[config.mk]
export PLATFORM = sky130hd
export DESIGN_NAME = aab_exec
export DESIGN_NICKNAME = d
export VERILOG_FILES = /design/src/core/aab_pkg.sv /design/src/core/aab_alu.sv /design/src/core/aab_exec.sv /design/src/core/aab_mult.sv
export VERILOG_INCLUDE_DIRS = /design/src /design/src/core
export SDC_FILE = /design/constraint.sdc
export NUM_CORES = 1
export LEC_CHECK = 0
export BUFFER_PORTS_ARGS = -buffer_cell sky130_fd_sc_hd__buf_4
export CAP_MARGIN = 0
export CORE_MARGIN = 1.5
export CORE_UTILIZATION = 24
export CTS_CLUSTER_DIAMETER = 150
export DETAILED_ROUTE_END_ITERATION = 10
export PLACE_DENSITY = 0.51
export SLEW_MARGIN = 20
export SYNTH_ARGS = -nofsm -noshare
export SYNTH_HDL_FRONTEND = slang
export SYNTH_HIERARCHICAL = 1
export SYNTH_SLANG_ARGS = --single-unit
[constraint.sdc]
create_clock -name sys_clk -period 6.9 [get_ports sys_clk]
set_clock_uncertainty 0.05 [all_clocks]
set_input_delay 1.38 -clock sys_clk [delete_from_list [all_inputs] [get_ports sys_clk]]
set_output_delay 1.38 -clock sys_clk [all_outputs]
set_load 0.02 [all_outputs]
[src/core/aab_params.svh]
`ifndef AAB_PARAMS_SVH
`define AAB_PARAMS_SVH
// Status register bit positions
`define AAB_SR_C 0
`define AAB_SR_Z 1
`define AAB_SR_N 2
`define AAB_SR_V 3
`define AAB_SR_S 4
`define AAB_SR_H 5
// Program counter width and steps
`define AAB_PC_W 22
`define AAB_PC_RST 22'h00_0000
`define AAB_PC_ONE 22'h00_0001
`define AAB_PC_TWO 22'h00_0002
`define AAB_PC_THREE 22'h00_0003
// Status register reset value
`define AAB_SR_RST 8'h00
// Cycle counts per instruction class
`define AAB_CYC_1 3'h1
`define AAB_CYC_2 3'h2
`define AAB_CYC_3 3'h3
`define AAB_CYC_4 3'h4
`define AAB_CYC_5 3'h5
// Byte and word constants
`define AAB_BYTE_ONES 8'hFF
`define AAB_BYTE_ZERO 8'h00
`define AAB_WORD_ZERO 16'h0000
`endif

[src/core/aab_pkg.sv]
`include "aab_params.svh"
package aab_pkg;
   // Operation codes handed over by the decoder
   typedef enum logic [5:0] {
      OP_ADD = 6'b000000, OP_ADD_CARRY = 6'b000001, OP_SUB = 6'b000010,
      OP_SUB_CARRY = 6'b000011, OP_AND = 6'b000100, OP_OR = 6'b000101,
      OP_XOR = 6'b000110, OP_CLEAR_BITS = 6'b000111, OP_ZERO_MINUS_TEST = 6'b001000,
      OP_CMP = 6'b001001, OP_CMP_CARRY = 6'b001010, OP_WORD_ADD_IMM = 6'b001011,
      OP_WORD_SUB_IMM = 6'b001100, OP_MUL_UU = 6'b001101, OP_MUL_SS = 6'b001110,
      OP_MIXED_SIGN_MUL = 6'b001111, OP_FRAC_UU = 6'b010000, OP_FRAC_SS = 6'b010001,
      OP_MIXED_FRAC_MUL = 6'b010010, OP_RELATIVE_CALL = 6'b010011,
      OP_EXT_INDIRECT_JUMP = 6'b010100, OP_INDIRECT_CALL = 6'b010101,
      OP_EXT_INDIRECT_CALL = 6'b010110, OP_DIRECT_CALL = 6'b010111,
      OP_DIRECT_JUMP = 6'b011000, OP_CMP_SKIP_EQ = 6'b011001,
      OP_SKIP_REG_BIT_CLEAR = 6'b011010, OP_SKIP_REG_BIT_SET = 6'b011011,
      OP_SKIP_IO_BIT_CLEAR = 6'b011100, OP_SKIP_IO_BIT_SET = 6'b011101,
      OP_BRANCH_SR_SET = 6'b011110, OP_BRANCH_SR_CLEAR = 6'b011111,
      OP_BRANCH_SIGNED_GE = 6'b100000, OP_BRANCH_UNSIGNED_GE = 6'b100001,
      OP_BRANCH_LOWER = 6'b100010, OP_BRANCH_CARRY_CLEAR = 6'b100011,
      OP_BRANCH_CARRY_SET = 6'b100100
   } aab_op_e;
   // Sequencer states
   typedef enum logic {
      AAB_IDLE = 1'b0,
      AAB_WAIT = 1'b1
   } aab_state_e;
   // Decoded instruction with operand values
   typedef struct packed {
      aab_op_e op;
      logic use_imm;
      logic [7:0] rd_val;
      logic [7:0] rr_val;
      logic [7:0] imm;
      logic [15:0] pair_val;
      logic [5:0] word_imm;
      logic [2:0] bit_sel;
      logic io_bit;
      logic [11:0] offset;
      logic [`AAB_PC_W-1:0] target;
      logic [15:0] z_ptr;
      logic [7:0] extended_indirect_high;
      logic next_two_word;
   } aab_instr_s;
   // Register file write-back
   typedef struct packed {
      logic byte_we;
      logic pair_we;
      logic prod_we;
      logic [15:0] data;
   } aab_wb_s;
endpackage
[src/core/aab_alu.sv]
`timescale 1ns/1ps
`include "aab_params.svh"
module aab_alu (
   input wire aab_pkg::aab_op_e op,
   input wire logic [7:0] a,
   input wire logic [7:0] b,
   input wire logic [7:0] sr_in,
   output logic [7:0] res,
   output logic [7:0] sr_out
);
   // Add flags: H, V, N, Z, C
   function automatic logic [7:0] add_fl(input logic [7:0] x, y, r, s);
      logic [7:0] o;
      o = s;
      o[`AAB_SR_H] = (x[3] & y[3]) | (y[3] & ~r[3]) | (~r[3] & x[3]);
      o[`AAB_SR_V] = (x[7] & y[7] & ~r[7]) | (~x[7] & ~y[7] & r[7]);
      o[`AAB_SR_C] = (x[7] & y[7]) | (y[7] & ~r[7]) | (~r[7] & x[7]);
      o[`AAB_SR_N] = r[7];
      o[`AAB_SR_Z] = (r == `AAB_BYTE_ZERO);
      return o;
   endfunction
   // Subtract flags; chained forms keep Z only while zero
   function automatic logic [7:0] sub_fl(input logic [7:0] x, y, r, s, input logic chain);
      logic [7:0] o;
      o = s;
      o[`AAB_SR_H] = (~x[3] & y[3]) | (y[3] & r[3]) | (r[3] & ~x[3]);
      o[`AAB_SR_V] = (x[7] & ~y[7] & ~r[7]) | (~x[7] & y[7] & r[7]);
      o[`AAB_SR_C] = (~x[7] & y[7]) | (y[7] & r[7]) | (r[7] & ~x[7]);
      o[`AAB_SR_N] = r[7];
      o[`AAB_SR_Z] = (r == `AAB_BYTE_ZERO) & (~chain | s[`AAB_SR_Z]);
      return o;
   endfunction
   // Logic flags: V cleared, N and Z from result
   function automatic logic [7:0] log_fl(input logic [7:0] r, s);
      logic [7:0] o;
      o = s;
      o[`AAB_SR_V] = 1'b0;
      o[`AAB_SR_N] = r[7];
      o[`AAB_SR_Z] = (r == `AAB_BYTE_ZERO);
      return o;
   endfunction
   // Byte result and flag update
   always_comb
   begin
      logic [7:0] cin;
      cin = {7'h00, sr_in[`AAB_SR_C]};
      res = a;
      sr_out = sr_in;
      case (op)
         aab_pkg::OP_ADD, aab_pkg::OP_ADD_CARRY:
         begin
            res = a + b + ((op == aab_pkg::OP_ADD_CARRY) ? cin : `AAB_BYTE_ZERO);
            sr_out = add_fl(a, b, res, sr_in);
         end
         aab_pkg::OP_SUB, aab_pkg::OP_SUB_CARRY, aab_pkg::OP_CMP, aab_pkg::OP_CMP_CARRY:
         begin
            res = a - b - (((op == aab_pkg::OP_SUB_CARRY) | (op == aab_pkg::OP_CMP_CARRY)) ? cin : `AAB_BYTE_ZERO);
            sr_out = sub_fl(a, b, res, sr_in, (op == aab_pkg::OP_SUB_CARRY) | (op == aab_pkg::OP_CMP_CARRY));
         end
         aab_pkg::OP_AND:
         begin
            res = a & b;
            sr_out = log_fl(res, sr_in);
         end
         aab_pkg::OP_OR:
         begin
            res = a | b;
            sr_out = log_fl(res, sr_in);
         end
         aab_pkg::OP_XOR:
         begin
            res = a ^ b;
            sr_out = log_fl(res, sr_in);
         end
         aab_pkg::OP_CLEAR_BITS:
         begin
            res = a & (`AAB_BYTE_ONES - b);
            sr_out = log_fl(res, sr_in);
         end
         aab_pkg::OP_ZERO_MINUS_TEST:
         begin
            res = a & a;
            sr_out = log_fl(res, sr_in);
         end
         default:
         begin
            res = a;
            sr_out = sr_in;
         end
      endcase
   end
endmodule // aab_alu

[src/core/aab_exec.sv]
`timescale 1ns/1ps
`include "aab_params.svh"
// Overview of operation
// - Add with or without carry, five flags, one cycle
// - Subtract register or constant, five flags, one cycle
// - Word add or subtract immediate, two cycles
// - And, or, xor set Z N V, one cycle
// - Clear bits ands with ones minus constant
// - Zero-minus test ands register with itself
// - Byte multiplies write product pair, two cycles
// - Fractional multiplies shift product left once
// - Relative call loads pc plus offset plus one
// - Extended indirect jump loads high:Z, two cycles
// - Indirect calls load pointer, four cycles
// - Direct call five cycles, direct jump three
// - Compare-skip-equal skips, one to three cycles
// - Compares update flags, store nothing
// - Register bit skips, one to three cycles
// - I/O bit skips, one to three cycles
// - Status bit branch to pc plus offset plus one
// - Signed ge taken when N xor V clear
// - Same-or-higher on carry clear, lower on set
// - Carry branches leave flags untouched
module aab_exec (
   input wire logic sys_clk,
   input wire logic rstn,
   input wire logic issue,
   input wire aab_pkg::aab_instr_s instr,
   output logic ready,
   output aab_pkg::aab_wb_s wb,
   output logic [7:0] status_register,
   output logic [`AAB_PC_W-1:0] pc
);
   // Sequencer state
   aab_pkg::aab_state_e state;
   aab_pkg::aab_state_e next_state;
   // Cycles still to run
   logic [2:0] cnt;
   logic [2:0] next_cnt;
   // Results held until the last cycle
   logic [`AAB_PC_W-1:0] pend_pc;
   logic [`AAB_PC_W-1:0] next_pend_pc;
   logic [7:0] pend_sr;
   logic [7:0] next_pend_sr;
   aab_pkg::aab_wb_s pend_wb;
   aab_pkg::aab_wb_s next_pend_wb;
   // Next output values
   logic next_ready;
   aab_pkg::aab_wb_s next_wb;
   logic [7:0] next_sr;
   logic [`AAB_PC_W-1:0] next_pc;
   // Outcome of the instruction at the port
   logic [`AAB_PC_W-1:0] ex_pc;
   logic [7:0] ex_sr;
   aab_pkg::aab_wb_s ex_wb;
   logic [2:0] ex_cyc;
   // Skip or branch condition
   logic cond;
   // Second operand: register or constant
   logic [7:0] opnd_b;
   // Byte unit results
   logic [7:0] alu_res;
   logic [7:0] alu_sr;
   // Multiplier results and modes
   logic [15:0] mul_prod;
   logic [7:0] mul_sr;
   logic mul_a_signed;
   logic mul_b_signed;
   logic mul_frac;
   // Word unit result
   logic [15:0] word_res;

   // Relative target: pc plus signed offset plus one
   function automatic logic [`AAB_PC_W-1:0] rel_target(input logic [`AAB_PC_W-1:0] base,
                                                       input logic [11:0] off);
      logic [`AAB_PC_W-1:0] ext;
      ext = {{(`AAB_PC_W-12){off[11]}}, off};
      return base + ext + `AAB_PC_ONE;
   endfunction

   // Skip length follows the size of the skipped instruction
   function automatic logic [`AAB_PC_W-1:0] skip_step(input logic two_word);
      return two_word ? `AAB_PC_THREE : `AAB_PC_TWO;
   endfunction

   // Skip cycles follow the same size
   function automatic logic [2:0] skip_cyc(input logic two_word);
      return two_word ? `AAB_CYC_3 : `AAB_CYC_2;
   endfunction

   // Constant or register operand
   assign opnd_b = instr.use_imm ? instr.imm : instr.rr_val;

   // Byte arithmetic and logic unit
   aab_alu u_alu (
      .op(instr.op),
      .a(instr.rd_val),
      .b(opnd_b),
      .sr_in(status_register),
      .res(alu_res),
      .sr_out(alu_sr)
   );

   // Multiplier mode selection
   always_comb
   begin
      mul_a_signed = 1'b0;
      mul_b_signed = 1'b0;
      mul_frac = 1'b0;
      case (instr.op)
         aab_pkg::OP_MUL_SS:
         begin
            mul_a_signed = 1'b1;
            mul_b_signed = 1'b1;
         end
         aab_pkg::OP_MIXED_SIGN_MUL:
         begin
            mul_a_signed = 1'b1;
         end
         aab_pkg::OP_FRAC_UU:
         begin
            mul_frac = 1'b1;
         end
         aab_pkg::OP_FRAC_SS:
         begin
            mul_a_signed = 1'b1;
            mul_b_signed = 1'b1;
            mul_frac = 1'b1;
         end
         aab_pkg::OP_MIXED_FRAC_MUL:
         begin
            mul_a_signed = 1'b1;
            mul_frac = 1'b1;
         end
         default:
         begin
            mul_frac = 1'b0;
         end
      endcase
   end

   // Eight by eight multiplier
   aab_mult u_mult (
      .a(instr.rd_val),
      .b(instr.rr_val),
      .a_signed(mul_a_signed),
      .b_signed(mul_b_signed),
      .frac(mul_frac),
      .sr_in(status_register),
      .prod(mul_prod),
      .sr_out(mul_sr)
   );

   // Word add or subtract on the high:low pair
   assign word_res = (instr.op == aab_pkg::OP_WORD_SUB_IMM) ?
                     instr.pair_val - {10'h000, instr.word_imm} :
                     instr.pair_val + {10'h000, instr.word_imm};

   // Work out pc, flags, write-back and cycle count
   always_comb
   begin
      ex_pc = pc + `AAB_PC_ONE;
      ex_sr = status_register;
      ex_wb = '0;
      ex_cyc = `AAB_CYC_1;
      cond = 1'b0;
      case (instr.op)
         // Byte operations writing the destination
         aab_pkg::OP_ADD, aab_pkg::OP_ADD_CARRY, aab_pkg::OP_SUB, aab_pkg::OP_SUB_CARRY,
         aab_pkg::OP_AND, aab_pkg::OP_OR, aab_pkg::OP_XOR, aab_pkg::OP_CLEAR_BITS:
         begin
            ex_sr = alu_sr;
            ex_wb.byte_we = 1'b1;
            ex_wb.data = {`AAB_BYTE_ZERO, alu_res};
         end
         // Test writes back the unchanged value
         aab_pkg::OP_ZERO_MINUS_TEST:
         begin
            ex_sr = alu_sr;
            ex_wb.byte_we = 1'b1;
            ex_wb.data = {`AAB_BYTE_ZERO, alu_res};
         end
         // Compares keep the difference private
         aab_pkg::OP_CMP, aab_pkg::OP_CMP_CARRY:
         begin
            ex_sr = alu_sr;
         end
         // Word operations: two cycles, pair written
         aab_pkg::OP_WORD_ADD_IMM, aab_pkg::OP_WORD_SUB_IMM:
         begin
            ex_cyc = `AAB_CYC_2;
            ex_wb.pair_we = 1'b1;
            ex_wb.data = word_res;
            ex_sr[`AAB_SR_N] = word_res[15];
            ex_sr[`AAB_SR_Z] = (word_res == `AAB_WORD_ZERO);
            if (instr.op == aab_pkg::OP_WORD_SUB_IMM)
            begin
               ex_sr[`AAB_SR_V] = instr.pair_val[15] & ~word_res[15];
               ex_sr[`AAB_SR_C] = word_res[15] & ~instr.pair_val[15];
            end
            else
            begin
               ex_sr[`AAB_SR_V] = ~instr.pair_val[15] & word_res[15];
               ex_sr[`AAB_SR_C] = ~word_res[15] & instr.pair_val[15];
            end
            ex_sr[`AAB_SR_S] = ex_sr[`AAB_SR_N] ^ ex_sr[`AAB_SR_V];
         end
         // Multiplies into the product pair
         aab_pkg::OP_MUL_UU, aab_pkg::OP_MUL_SS, aab_pkg::OP_MIXED_SIGN_MUL,
         aab_pkg::OP_FRAC_UU, aab_pkg::OP_FRAC_SS, aab_pkg::OP_MIXED_FRAC_MUL:
         begin
            ex_cyc = `AAB_CYC_2;
            ex_sr = mul_sr;
            ex_wb.prod_we = 1'b1;
            ex_wb.data = mul_prod;
         end
         // Relative call
         aab_pkg::OP_RELATIVE_CALL:
         begin
            ex_pc = rel_target(pc, instr.offset);
            ex_cyc = `AAB_CYC_4;
         end
         // Extended indirect jump
         aab_pkg::OP_EXT_INDIRECT_JUMP:
         begin
            ex_pc = {instr.extended_indirect_high[5:0], instr.z_ptr};
            ex_cyc = `AAB_CYC_2;
         end
         // Plain indirect call through Z
         aab_pkg::OP_INDIRECT_CALL:
         begin
            ex_pc = {6'h00, instr.z_ptr};
            ex_cyc = `AAB_CYC_4;
         end
         // Extended indirect call
         aab_pkg::OP_EXT_INDIRECT_CALL:
         begin
            ex_pc = {instr.extended_indirect_high[5:0], instr.z_ptr};
            ex_cyc = `AAB_CYC_4;
         end
         // Direct call and jump
         aab_pkg::OP_DIRECT_CALL:
         begin
            ex_pc = instr.target;
            ex_cyc = `AAB_CYC_5;
         end
         aab_pkg::OP_DIRECT_JUMP:
         begin
            ex_pc = instr.target;
            ex_cyc = `AAB_CYC_3;
         end
         // Skips: condition picked here, step applied below
         aab_pkg::OP_CMP_SKIP_EQ:
         begin
            cond = (instr.rd_val == instr.rr_val);
         end
         aab_pkg::OP_SKIP_REG_BIT_CLEAR:
         begin
            cond = ~instr.rr_val[instr.bit_sel];
         end
         aab_pkg::OP_SKIP_REG_BIT_SET:
         begin
            cond = instr.rr_val[instr.bit_sel];
         end
         aab_pkg::OP_SKIP_IO_BIT_CLEAR:
         begin
            cond = ~instr.io_bit;
         end
         aab_pkg::OP_SKIP_IO_BIT_SET:
         begin
            cond = instr.io_bit;
         end
         // Branches: condition picked here, target applied below
         aab_pkg::OP_BRANCH_SR_SET:
         begin
            cond = status_register[instr.bit_sel];
         end
         aab_pkg::OP_BRANCH_SR_CLEAR:
         begin
            cond = ~status_register[instr.bit_sel];
         end
         aab_pkg::OP_BRANCH_SIGNED_GE:
         begin
            cond = ~(status_register[`AAB_SR_N] ^ status_register[`AAB_SR_V]);
         end
         aab_pkg::OP_BRANCH_UNSIGNED_GE, aab_pkg::OP_BRANCH_CARRY_CLEAR:
         begin
            cond = ~status_register[`AAB_SR_C];
         end
         aab_pkg::OP_BRANCH_LOWER, aab_pkg::OP_BRANCH_CARRY_SET:
         begin
            cond = status_register[`AAB_SR_C];
         end
         default:
         begin
            cond = 1'b0;
         end
      endcase
      // Skip taken: jump over one or two words
      if (cond && (instr.op >= aab_pkg::OP_CMP_SKIP_EQ) && (instr.op <= aab_pkg::OP_SKIP_IO_BIT_SET))
      begin
         ex_pc = pc + skip_step(instr.next_two_word);
         ex_cyc = skip_cyc(instr.next_two_word);
      end
      // Branch taken: relative target, extra cycle
      if (cond && (instr.op >= aab_pkg::OP_BRANCH_SR_SET))
      begin
         ex_pc = rel_target(pc, instr.offset);
         ex_cyc = `AAB_CYC_2;
      end
   end

   // Sequencer: commit at once or after the remaining cycles
   always_comb
   begin
      next_state = state;
      next_cnt = cnt;
      next_pend_pc = pend_pc;
      next_pend_sr = pend_sr;
      next_pend_wb = pend_wb;
      next_ready = ready;
      next_wb = '0;
      next_sr = status_register;
      next_pc = pc;
      case (state)
         aab_pkg::AAB_IDLE:
         begin
            if (issue)
            begin
               if (ex_cyc == `AAB_CYC_1)
               begin
                  // Single cycle: commit on this edge
                  next_pc = ex_pc;
                  next_sr = ex_sr;
                  next_wb = ex_wb;
               end
               else
               begin
                  // Multi cycle: hold results, stall the port
                  next_state = aab_pkg::AAB_WAIT;
                  next_cnt = ex_cyc - `AAB_CYC_1;
                  next_pend_pc = ex_pc;
                  next_pend_sr = ex_sr;
                  next_pend_wb = ex_wb;
                  next_ready = 1'b0;
               end
            end
         end
         aab_pkg::AAB_WAIT:
         begin
            if (cnt == `AAB_CYC_1)
            begin
               // Last cycle: commit and accept again
               next_state = aab_pkg::AAB_IDLE;
               next_pc = pend_pc;
               next_sr = pend_sr;
               next_wb = pend_wb;
               next_ready = 1'b1;
            end
            else
            begin
               next_cnt = cnt - `AAB_CYC_1;
            end
         end
         default:
         begin
            next_state = aab_pkg::AAB_IDLE;
         end
      endcase
   end

   // State and output registers
   always_ff @(posedge sys_clk or negedge rstn)
   begin
      if (!rstn)
      begin
         state <= aab_pkg::AAB_IDLE;
         cnt <= 3'h0;
         pend_pc <= `AAB_PC_RST;
         pend_sr <= `AAB_SR_RST;
         pend_wb <= '0;
         ready <= 1'b1;
         wb <= '0;
         status_register <= `AAB_SR_RST;
         pc <= `AAB_PC_RST;
      end
      else
      begin
         state <= next_state;
         cnt <= next_cnt;
         pend_pc <= next_pend_pc;
         pend_sr <= next_pend_sr;
         pend_wb <= next_pend_wb;
         ready <= next_ready;
         wb <= next_wb;
         status_register <= next_sr;
         pc <= next_pc;
      end
   end
endmodule // aab_exec

[src/core/aab_mult.sv]
`timescale 1ns/1ps
`include "aab_params.svh"
module aab_mult (
   input wire logic [7:0] a,
   input wire logic [7:0] b,
   input wire logic a_signed,
   input wire logic b_signed,
   input wire logic frac,
   input wire logic [7:0] sr_in,
   output logic [15:0] prod,
   output logic [7:0] sr_out
);
   // Extend each operand by one bit so one signed multiplier covers all modes
   logic signed [8:0] ext_a;
   logic signed [8:0] ext_b;
   logic signed [17:0] full;
   assign ext_a = {a_signed & a[7], a};
   assign ext_b = {b_signed & b[7], b};
   assign full = ext_a * ext_b;
   // Carry is bit 15 of the raw product; fractional forms shift left once
   always_comb
   begin
      prod = frac ? {full[14:0], 1'b0} : full[15:0];
      sr_out = sr_in;
      sr_out[`AAB_SR_C] = full[15];
      sr_out[`AAB_SR_Z] = (prod == `AAB_WORD_ZERO);
   end
endmodule // aab_mult

==> results.md, run 1 <==
* Arr. time, crit path at 6980 ps
* Startpoint types: input pin
* Synth warnings at 6
* Vias in the first global route at around 13000
* Vert. Die Dim at 244 um
* Most frequent cells in the layout: 241 x buf_4, 213 x nand2_1, 132 x inv_1
* Final worst slack at 120 ps
* Maxcap violations at 0
* Number of antenna violations at the first check in global routing at 2
* Dpl cell area at 16400 um2
* Fin. Hold Viols at 0
* Final Slew Violations at 0
* Post-route insts no fill at approximately 2600
* Number of DRC markers in iteration 0 at about 1000
* Final instance area at 16800 um2
* Routed vias at 13359
* # DRC at 0
* Total power at ~5.2 mW
* # hold bufs at CTS at 0
* CTS root buffer: clkbuf_16
* Relative slew slack at 0.309
* Min Tclk post-route at around 6800 ps
* Largest net degree at the start of global routing at 62
* DIE WIDTH at about 240 um
* Post-Synth Simple-Gate Area at 0.206
* Final WL at 50.9 mm
* Worst-path clk slew at 80 ps
* Pleak at between 7 and 8 nW
* Placed cell count at 2604
* Synth Net Count at 1993
* Filler Cell Count at 6242
* Critical Path Sink Type: flip-flop
* Ys flop type: dfrtp_1
* Worst Tran Pin Value at 1030 ps
* Detail Route Antenna Nets at 0
* Synthesis-stage register bit count at 103
* Crit Path Max Fanout at 4
* Avg Inst Size Synth at 8.25 um2
* Post-synthesis cell area at 13900 um2
* CTS Buffer Depth at 2
* IO buf count at 166
* GPL Wtd Cong at 0.945
* Fin crit share at 0.983
* Final setup violation count at 0
* Yosys cell types at between 90 and 100
* Sink Count at about 100
* Max Clock Freq at 0.147 GHz
* RSZ-0062 raised after global routing: true
* Cell count after synthesis at 1687
* Sequential element share of the synthesized area at 0.185
* H-tree Lvls at 3
* Status: finished clean
* Die area at between 50000 and 60000 um2
* Initial Utilization at 0.242
* Commonest non-fill, non-tap cell in the layout: buf_4
* Cell Rows at 88
* Skew-Pair Late Insertion Delay at 360 ps
* Post-synthesis compound-gate area fraction at 0.210
* Cell Pwr Density at 313 nW/um2
* Mux share of post-synthesis cell area at 0.0529
* Post-Synth XOR/XNOR Area at 0.0722
* Asr flop ratio synth at 1.00
* CTS tree: done
* WL per Instance at roughly 19 um
* First-pass GRT wire length at 78.2 mm
* Maximum VDD drop at 0.152 mV
* Gr usage total at 0.168
* Number of synthesized flops with an enable pin at 0
* Min Hold Slack at 430 ps
* Core box area at around 57000 um2
* Vias/cell at 5.09
* I/O pins at ~170
* Post-Synth Adder-Cell Area at 0.206
* Crit path kind: input pin to flip-flop
* P&R area growth vs syn at 20.5%
* Dpl hpwl at 39.9 mm
* Share of cells above drive strength 1 at 0.191
* Final nets at ~2200
* Total CTS buffers at 9
* Main combinational cell family by area after synthesis: compound AO/OA/AOI/OAI gates
* Number of detailed-route iterations in the first pass at 7
* Worst Hold Class: flip-flop to flip-flop
* Placement Setup Slack at -323 ps
* GR Overflow Total at 0
* R2R Setup Slk at 2300 ps
* CP Data Required Time at around 7100 ps
[path summary, 6_finish.rpt]
path                                    start          to  cells past startpoint
hold reg to reg                    pend_sr[3]  pend_sr[3]                      2
setup reg to reg           status_register[0]       wb[7]                     13
hold / removal                     pend_sr[3]  pend_sr[3]                      2
min in group asynchronous                rstn      pc[13]                      1
max in group asynchronous                rstn      wb[18]                      2
setup / recovery                   instr[114]  pend_sr[1]                     24
[per-stage QoR]
step	setup TNS, ps	util
6_report	0	0.292
3_5_place_dp	-2240	0.285
4_1_cts	0	0.290
3_3_place_gp	-2540	0.285
5_1_grt	-382	0.292
2_1_floorplan	-111	-
[per-layer routing]
layer  track usage  up-vias  share of wire
li1              -     6330              -
met1         0.215     6554           0.43
met2         0.290      397           0.49
met3        0.0213       76          0.052
met4        0.0577        2          0.033
met5             0        -        0.00026
[timing repair]
| item | CTS | global route |
|---|---|---|
| endpoints found under the setup margin | 0 | 10 |
| setup buffers | 0 | 3 |
| gates resized for setup | 0 | 13 |
[sequential cells by signal, summed over array words and instances (netlist names)]
signal / flops
cnt: 3
ready: 1
pc: 22
pend_pc: 22
status_register: 8
wb: 19
state: 1
pend_wb: 19
pend_sr: 8
[worst max-delay path, stage by stage]
cell and delay (ps):
buf_6 90, nand4b_1 170, buf_4 160, a21oi_4 220, and2_4 180, nand2_1 90
fa_1 490, inv_1 50, fa_1 480, fa_1 510, fa_1 510, inv_2 40
fa_1 510, inv_2 50, ha_4 150, a21o_1 200, a31o_1 250, o21a_1 210
o311ai_2 280, a2111o_1 190, a2111oi_4 70, a222oi_1 430, nand2_1 120, a2bb2oi_2 150
[cell families (layout without fill, tap and decap cells)]
logic type               Yosys count  count (layout)
buffers and inverters            229             400
AND/OR/NAND/NOR                  579             579
flip-flops                       103             103
multiplexers                      56              56
AO/OA/AOI/OAI                    420             420
adder cells (fa/ha/maj)          187             187
XOR/XNOR                         113             113
other                              0               1
[synthesized netlist by cell type, types with 6 or more instances]
cell	n	area, um2
inv_1	137	514
and2_1	46	288
nand2b_1	15	93.8
a21oi_1	96	480
o21a_1	16	120
a22oi_1	10	75.1
fa_1	71	1420
a22o_1	13	114
xnor2_1	67	587
nor2b_1	12	75.1
a31oi_1	14	87.6
a222oi_1	24	240
buf_4	11	82.6
xor2_1	45	394
and3_1	13	81.3
mux2i_1	24	240
mux4_2	9	203
buf_2	9	45.0
a211oi_1	9	67.6
or2_2	7	43.8
o211ai_1	9	67.6
nor4_1	15	93.8
o2111ai_1	7	61.3
a221o_1	6	60.1
o21ai_0	92	460
nand2_1	214	803
o21ai_1	6	30.0
nand3b_1	11	82.6
clkbuf_1	61	229
nor2_1	109	409
o21bai_1	6	45.0
o22ai_1	8	50.1
nor3_1	25	125
mux2_2	18	203
a21o_1	25	188
dfrtp_1	102	2550
ha_1	116	1450
nand4_1	25	156
nand3_1	44	220
o31ai_1	10	75.1
a221oi_1	11	96.3
[layout make-up]
type / instances / area (um2) / area share
clock buffer: 9 / 225 / 0.0134
inverter: 139 / 522 / 0.0311
clock inverter: 7 / 93.8 / 0.00560
multi-input combinational: 1355 / 10500 / 0.627
antenna: 1 / 2.50 / 0.000149
timing repair buffer: 245 / 1870 / 0.112
sequential: 103 / 2580 / 0.154
tap: 765 / 957 / 0.0571
[report_power, final]
part	leakage (nW)	switching (mW)	internal, mW
logic	6.13	1.97	1.55
registers	1.29	0.351	0.838
clock network	0.154	0.276	0.263
No activity file was read; power rests on OpenSTA's default activity.
==> run 2: changes to the inputs <==
--- a/config.mk
+++ b/config.mk
@@ -13,6 +13,7 @@
 export CTS_CLUSTER_DIAMETER = 150
 export DETAILED_ROUTE_END_ITERATION = 10
 export PLACE_DENSITY = 0.51
+export RECOVER_POWER = 100
 export SLEW_MARGIN = 20
 export SYNTH_ARGS = -nofsm -noshare
 export SYNTH_HDL_FRONTEND = slang
==> run 2 against run 1 <==
Net effect:
- the flow now finishes with violations (capacitance limit, slew limit)
- flip-flop and latch count unchanged
- clock-buffer cell count unchanged
- non-clock buffer count unchanged
- register-to-register slack worse by 980 ps
- clock power about the same
- cell count unchanged
- die area unchanged
- power down 1.6%
- critical endpoint unchanged
- largest power group unchanged
==> results.md, run 2 (same netlist as run 1, synthesis figures left out) <==
* Sink Count at 103 (unchanged)
* Worst path cell trace: buf_6 > nand4b_1 > buf_4 > a21oi_4 > and2_4 > nand2_1 > fa_1 > inv_1 > fa_1 > fa_1 > fa_1 > inv_2 > fa_1 > inv_2 > ha_4 > a21o_1 > a31o_1 > o21a_1 > o311ai_2 > a2111o_1 > a2111oi_4 > a222oi_1 > nand2_1 > a2bb2oi_2
* Footprint of the multi-input gates at 10500 um2 (-0.20%)
* Worst-path clk slew at 80 ps (about the same)
* Maxcap violations at 3 (+3)
* Routed vias at 13340 (-0.14%)
* Met2 wire length at 24.8 mm (-0.14%)
* GR Overflow Total at 0 (unchanged)
* Highest metal used: met5
* Core box area at 57500 um2 (unchanged)
* Startpoint types: input pin
* Relative slew slack at -0.786 (-1.09)
* Cell Rows at 88 (unchanged)
* Register area at 2580 um2 (unchanged)
* H-tree Lvls at 3 (unchanged)
* Post-route insts no fill at 2624 (unchanged)
* Filler Cell Count at 6277 (+0.56%)
* WL per Instance at 19.5 um (+0.29%)
* Final Slew Violations at 137 (+137)
* Number of DRC markers in iteration 0 at 1003 (-2.4%)
* Crit path buf inv count at 5 (unchanged)
* Status: finished, violations left
* I/O pins at 169 (unchanged)
* # DRC at 0 (unchanged)
* Dpl cell area at 16400 um2 (unchanged)
* CP max-delay cell: fa_1
* Crit Path Max Fanout at 4 (unchanged)
* Largest registers: pc x22, pend_pc x22
* Final worst slack at 97.3 ps (-22.5 ps)
* Max Clock Freq at 0.147 GHz (-0.33%)
* Placed cell count at 2604 (unchanged)
* Number of antenna violations at the first check in global routing at 2 (unchanged)
* Largest net degree at the start of global routing at 62 (unchanged)
* Fin. Hold Viols at 0 (unchanged)
* Dpl hpwl at 39.9 mm (unchanged)
* Final WL at 51.1 mm (+0.29%)
* Fin crit share at 0.986 (+0.00326)
* Total CTS buffers at 9 (unchanged)
* Share of cells above drive strength 1 at 0.159 (-0.0318)
* Wl on met1 at 21.9 mm (+0.46%)
* CTS root buffer: clkbuf_16
* Pleak at 7.36 nW (-2.9%)
* Gr usage total at 0.168 (unchanged)
* # hold bufs at CTS at 0 (unchanged)
* GPL Wtd Cong at 0.945 (unchanged)
* First-pass GRT wire length at 78.2 mm (unchanged)
* Skew-Pair Late Insertion Delay at 360 ps (about the same)
* CTS Buffer Depth at 2 (unchanged)
* Critical Path Sink Type: flip-flop
* Initial Utilization at 0.242 (unchanged)
* R2R Setup Slk at 1320 ps (-980 ps)
* Placement Setup Slack at -323 ps (unchanged)
* Most frequent cells in the layout: 213 x nand2_1, 185 x buf_4, 132 x inv_1
* Min Hold Slack at 430 ps (-0.841 ps)
* Vias in the first global route at 13290 (unchanged)
* Arr. time, crit path at 7000 ps (+20 ps)
* Vert. Die Dim at 244 um (unchanged)
* P&R area growth vs syn at 18.9%
* RSZ-0062 raised after global routing: true
* Number of detailed-route iterations in the first pass at 6 (-1)
* Final nets at 2159 (unchanged)
* Worst Hold Class: flip-flop to flip-flop
* CP Data Required Time at 7100 ps (about the same)
* CTS tree: done
* Cell Pwr Density at 312 nW/um2 (-0.26%)
* Vias/cell at 5.08 (-0.14%)
* Min Tclk post-route at 6800 ps (+22.5 ps)
* DR WL met3 at 2.76 mm (+4.0%)
* Final instance area at 16500 um2 (-1.4%)
* Total power at 5.16 mW (-1.6%)
* Most used cell, CP: fa_1
* Delay-heaviest family, CP: adder cells
* IO buf count at 166 (unchanged)
* DIE WIDTH at 244 um (unchanged)
* Detail Route Antenna Nets at 0 (unchanged)
* Worst Tran Pin Value at 2680 ps (+1640 ps)
* Die area at 59500 um2 (unchanged)
* Final setup violation count at 0 (unchanged)
* Max stage delay on crit path at 510 ps (about the same)
* Maximum VDD drop at 0.137 mV (-10%)
* Commonest non-fill, non-tap cell in the layout: nand2_1
* Crit path kind: input pin to flip-flop
* Failing checks: capacitance limit, slew limit
-- run 2: changes by cell type in the layout (fill, tap and decap cells not counted), sizes merged --
cell    previous run  this run
clkbuf             9        65
buf              245       189
-- run 2: power by group --
| group | internal (mW) | switching (mW) | total (mW) |
|---|---|---|---|
| Combinational | 1.47 | 1.97 | 3.44 |
| Sequential | 0.838 | 0.347 | 1.18 |
| Clock | 0.263 | 0.278 | 0.541 |
| Total | 2.57 | 2.60 | 5.16 |
-- run 2: per-stage QoR --
stage,util,TNS [ps]
2_1_floorplan,-,-111
3_3_place_gp,0.285,-2540
3_5_place_dp,0.285,-2240
4_1_cts,0.290,0
5_1_grt,0.288,-399
6_report,0.288,0
-- run 2: final cells by class --
cell class	count	share of cell area
multi-input cells	1355	0.635
flip-flops and latches	103	0.156
repair buffers	245	0.101
well taps	765	0.0579
inverters	139	0.0315
clock buffers	9	0.0136
clock inverters	7	0.00567
diodes	1	0.000151
-- run 2: layer usage --
metal  up-vias  global-route usage
met5         -                   0
met4         2              0.0577
met3        72              0.0213
met2       431               0.290
met1      6504               0.215
li1       6331                   -
-- run 2: worst register-to-register path, delay by kind of cell, from the launching register on --
kind / cells / cell delay [ps]
compound gates: 7 / 1990
buf+inv: 3 / 1020
flops: 1 / 640
fa+ha+maj: 1 / 160
simple gates: 4 / 1640
-- run 2: path summary, 6_finish.rpt --
path / from / endpoint / cells after the start
setup / recovery: instr[114] / pend_sr[1] / 24
hold / removal: pend_pc[19] / pend_pc[19] / 2
setup reg to reg: status_register[0] / pc[18] / 15
hold reg to reg: pend_pc[19] / pend_pc[19] / 2
max in group asynchronous: rstn / wb[18] / 2
min in group asynchronous: rstn / pc[13] / 1
-- run 2: repair_timing --
item	CTS	global route
endpoints found under the setup margin	0	10
buffers inserted	0	3
endpoints found under the hold margin	0	0
resized for setup	0	13
==> run 3: changes to the inputs <==
--- a/config.mk
+++ b/config.mk
@@ -8,6 +8,7 @@
 export LEC_CHECK = 0
 export BUFFER_PORTS_ARGS = -buffer_cell sky130_fd_sc_hd__buf_4
 export CAP_MARGIN = 0
+export CORE_ASPECT_RATIO = 0.7
 export CORE_MARGIN = 1.5
 export CORE_UTILIZATION = 24
 export CTS_CLUSTER_DIAMETER = 150
==> run 3 against run 2 <==
Net effect:
- the run ends with capacitance limit, slew limit, setup timing left
- flip-flop and latch count is the same
- first-iteration DRC count grew 30%
- final area shrank 0.14%
- cell count shrank 0.34%
- die area is essentially flat
- critical path type unchanged
- largest power group unchanged
==> results.md, run 3 (same netlist as run 1, synthesis figures left out) <==
* CTS Buffer Depth at 2 (unchanged)
* WL per Instance at 19.1 um (-1.8%)
* GR Overflow Total at 0 (unchanged)
* CP Data Required Time at 7140 ps (+40 ps)
* Final Slew Violations at 106 (-23%)
* First-pass GRT wire length at 77.4 mm (-1.0%)
* Core box area at 57100 um2 (-0.68%)
* Min Tclk post-route at 6930 ps (+126 ps)
* Die area at 59500 um2 (about the same)
* Fin crit share at 1.00 (+0.0182)
* CTS tree: done
* Sink Count at 103 (unchanged)
* Worst Hold End: pend_pc[11]
* Skew-Pair Late Insertion Delay at 360 ps (about the same)
* Min Hold Slack at 428 ps (-1.80 ps)
* Largest net degree at the start of global routing at 70 (+13%)
* Worst Tran Pin Value at 1950 ps (-726 ps)
* Combinational Power Share at 0.673 (+0.007)
* # DRC at 0 (unchanged)
* # hold bufs at CTS at 0 (unchanged)
* Flop pwr share at 0.233 (+0.004)
* Initial Utilization at 0.244 (+0.00165)
* Filler Cell Count at 6118 (-2.5%)
* R2r endpoint: pc[20]
* WHS Path Cells at 2 (unchanged)
* Crit path kind: input pin to flip-flop
* R2R Setup Slk at 1530 ps (+210 ps)
* Most frequent cells in the layout: 213 x nand2_1, 191 x buf_4, 132 x inv_1
* Vias in the first global route at 13037 (-1.9%)
* Worst-path clk slew at 70 ps (about the same)
* Min-delay src: pend_pc[11]
* Pleak at 7.37 nW (+0.16%)
* Failing checks: capacitance limit, slew limit, setup timing
* Maxcap violations at 2 (-1)
* Cell Pwr Density at 315 nW/um2 (+1.1%)
* Status: finished, violations left
* Final WL at 50.0 mm (-2.1%)
* Final nets at 2164 (+0.23%)
* Final setup violation count at 1 (+1)
* Detail Route Antenna Nets at 0 (unchanged)
* Dpl hpwl at 40.3 mm (+1.0%)
* Critical Path Sink Type: flip-flop
* Relative slew slack at -0.302 (+0.484)
* RSZ-0062 raised after global routing: true
* GPL Wtd Cong at 0.954 (+1.0%)
* Final worst slack at -28.2 ps (-126 ps)
* H-tree Lvls at 3 (unchanged)
* Worst Hold Class: flip-flop to flip-flop
* Number of antenna violations at the first check in global routing at 3 (+1)
* Power share of the clock group at 0.094 (-0.011)
* Arr. time, crit path at 7160 ps (+160 ps)
* DIE WIDTH at 291 um (+19%)
* Commonest non-fill, non-tap cell in the layout: nand2_1
* Number of detailed-route iterations in the first pass at 8 (+2)
* Vert. Die Dim at 204 um (-16%)
* Sw power at 2.63 mW (+1.3%)
* Gr usage total at 0.167 (-0.00169)
* Post-Route Setup TNS at -28.2 ps (-28.2 ps)
* P&R area growth vs syn at 18.7%
* Switch share at 0.505 (+0.00209)
* Max Clock Freq at 0.144 GHz (-1.8%)
* Power Internal at 2.58 mW (+0.49%)
* Total CTS buffers at 9 (unchanged)
* Routed vias at 13392 (+0.39%)
* Cell Rows at 73 (-17%)
* Worst R2R Path Depth at 15 (unchanged)
* IO buf count at 166 (unchanged)
* CTS root buffer: clkbuf_16
* I/O pins at 169 (unchanged)
* Largest registers: pc x22, pend_pc x22
* RR Startpoint: status_register[1]
* Fin. Hold Viols at 0 (unchanged)
* Maximum VDD drop at 0.158 mV (+16%)
* Crit Path Max Fanout at 4 (unchanged)
* Number of DRC markers in iteration 0 at 1301 (+30%)
* Share of cells above drive strength 1 at 0.163 (+0.00387)
* Startpoint types: input pin
* Placement Setup Slack at -469 ps (-145 ps)
* Vias/cell at 5.12 (+0.74%)
==> run 3: final cells by class <==
| type | instances | area, um2 | share of cell area |
|---|---|---|---|
| clock buffers | 10 | 229 | 0.0139 |
| multi-input cells | 1355 | 10500 | 0.636 |
| well taps | 750 | 938 | 0.0568 |
| clock inverters | 6 | 46.3 | 0.00280 |
| diodes | 2 | 5.00 | 0.000303 |
| repair buffers | 250 | 1690 | 0.102 |
| inverters | 139 | 522 | 0.0316 |
| flip-flops and latches | 103 | 2580 | 0.156 |
==> run 3: worst max-delay path by stage <==
stage | start | endpoint | slack (ps)
floorplan | instr[113] | pend_sr[1] | -60
global placement | instr[114] | pend_sr[1] | -390
detailed placement | instr[114] | pend_sr[1] | -470
CTS | instr[114] | pend_sr[1] | 4
global route | instr[114] | pend_sr[1] | -260
finish | instr[114] | pend_sr[1] | -30
==> run 3: what timing repair did <==
item                                   4_1_cts  5_1_grt
buffers inserted                             1        1
setup endpoints to repair                    2        9
endpoints found under the hold margin        0        0
pin swaps                                    4        4
gates resized for setup                      5        7
==> run 3: worst max-delay path, cell delays in order <==
cell and delay [ps]:
buf_6 90, nand4b_1 190, buf_4 160, a21oi_2 150, buf_6 140, and2_4 150, nand2_1 90, fa_1 490
inv_1 50, fa_1 480, fa_1 500, fa_1 510, inv_2 40, fa_1 510, inv_2 50, ha_4 150
a21o_1 190, a31o_1 240, o2111ai_2 260, o311ai_4 140, a2111o_1 350, a2111oi_4 360, a222oi_1 210, nand2_1 110
a2bb2oi_1 160
==> run 3: power by group through the flow <==
stage,clock (mW),combinational (mW),sequential [mW]
global placement,0,3.47,1.22
detailed placement,0,3.51,1.22
floorplan,0,2.31,1.12
finish,0.488,3.51,1.21
global route,0.530,3.89,1.25
CTS,0.506,3.55,1.21
==> run 3: stage by stage <==
stage | utilization | std cells | instance area [um2] | power [mW]
detailed placement | 0.287 | 2595 | 16400 | 4.73
CTS | 0.292 | 2612 | 16700 | 5.27
finish | 0.289 | 2615 | 16500 | 5.21
floorplan | - | 1687 | 14000 | 3.44
global route | 0.289 | 2614 | 16500 | 5.67
global placement | 0.287 | 2595 | 16400 | 4.69
==> run 3: per-layer routing <==
layer | track usage | routed length [um] | up-vias
met5 | 0 | 7 | -
met4 | 0.0344 | 822 | 2
met3 | 0.0349 | 3980 | 43
met2 | 0.240 | 20700 | 470
met1 | 0.252 | 24500 | 6537
li1 | - | - | 6340
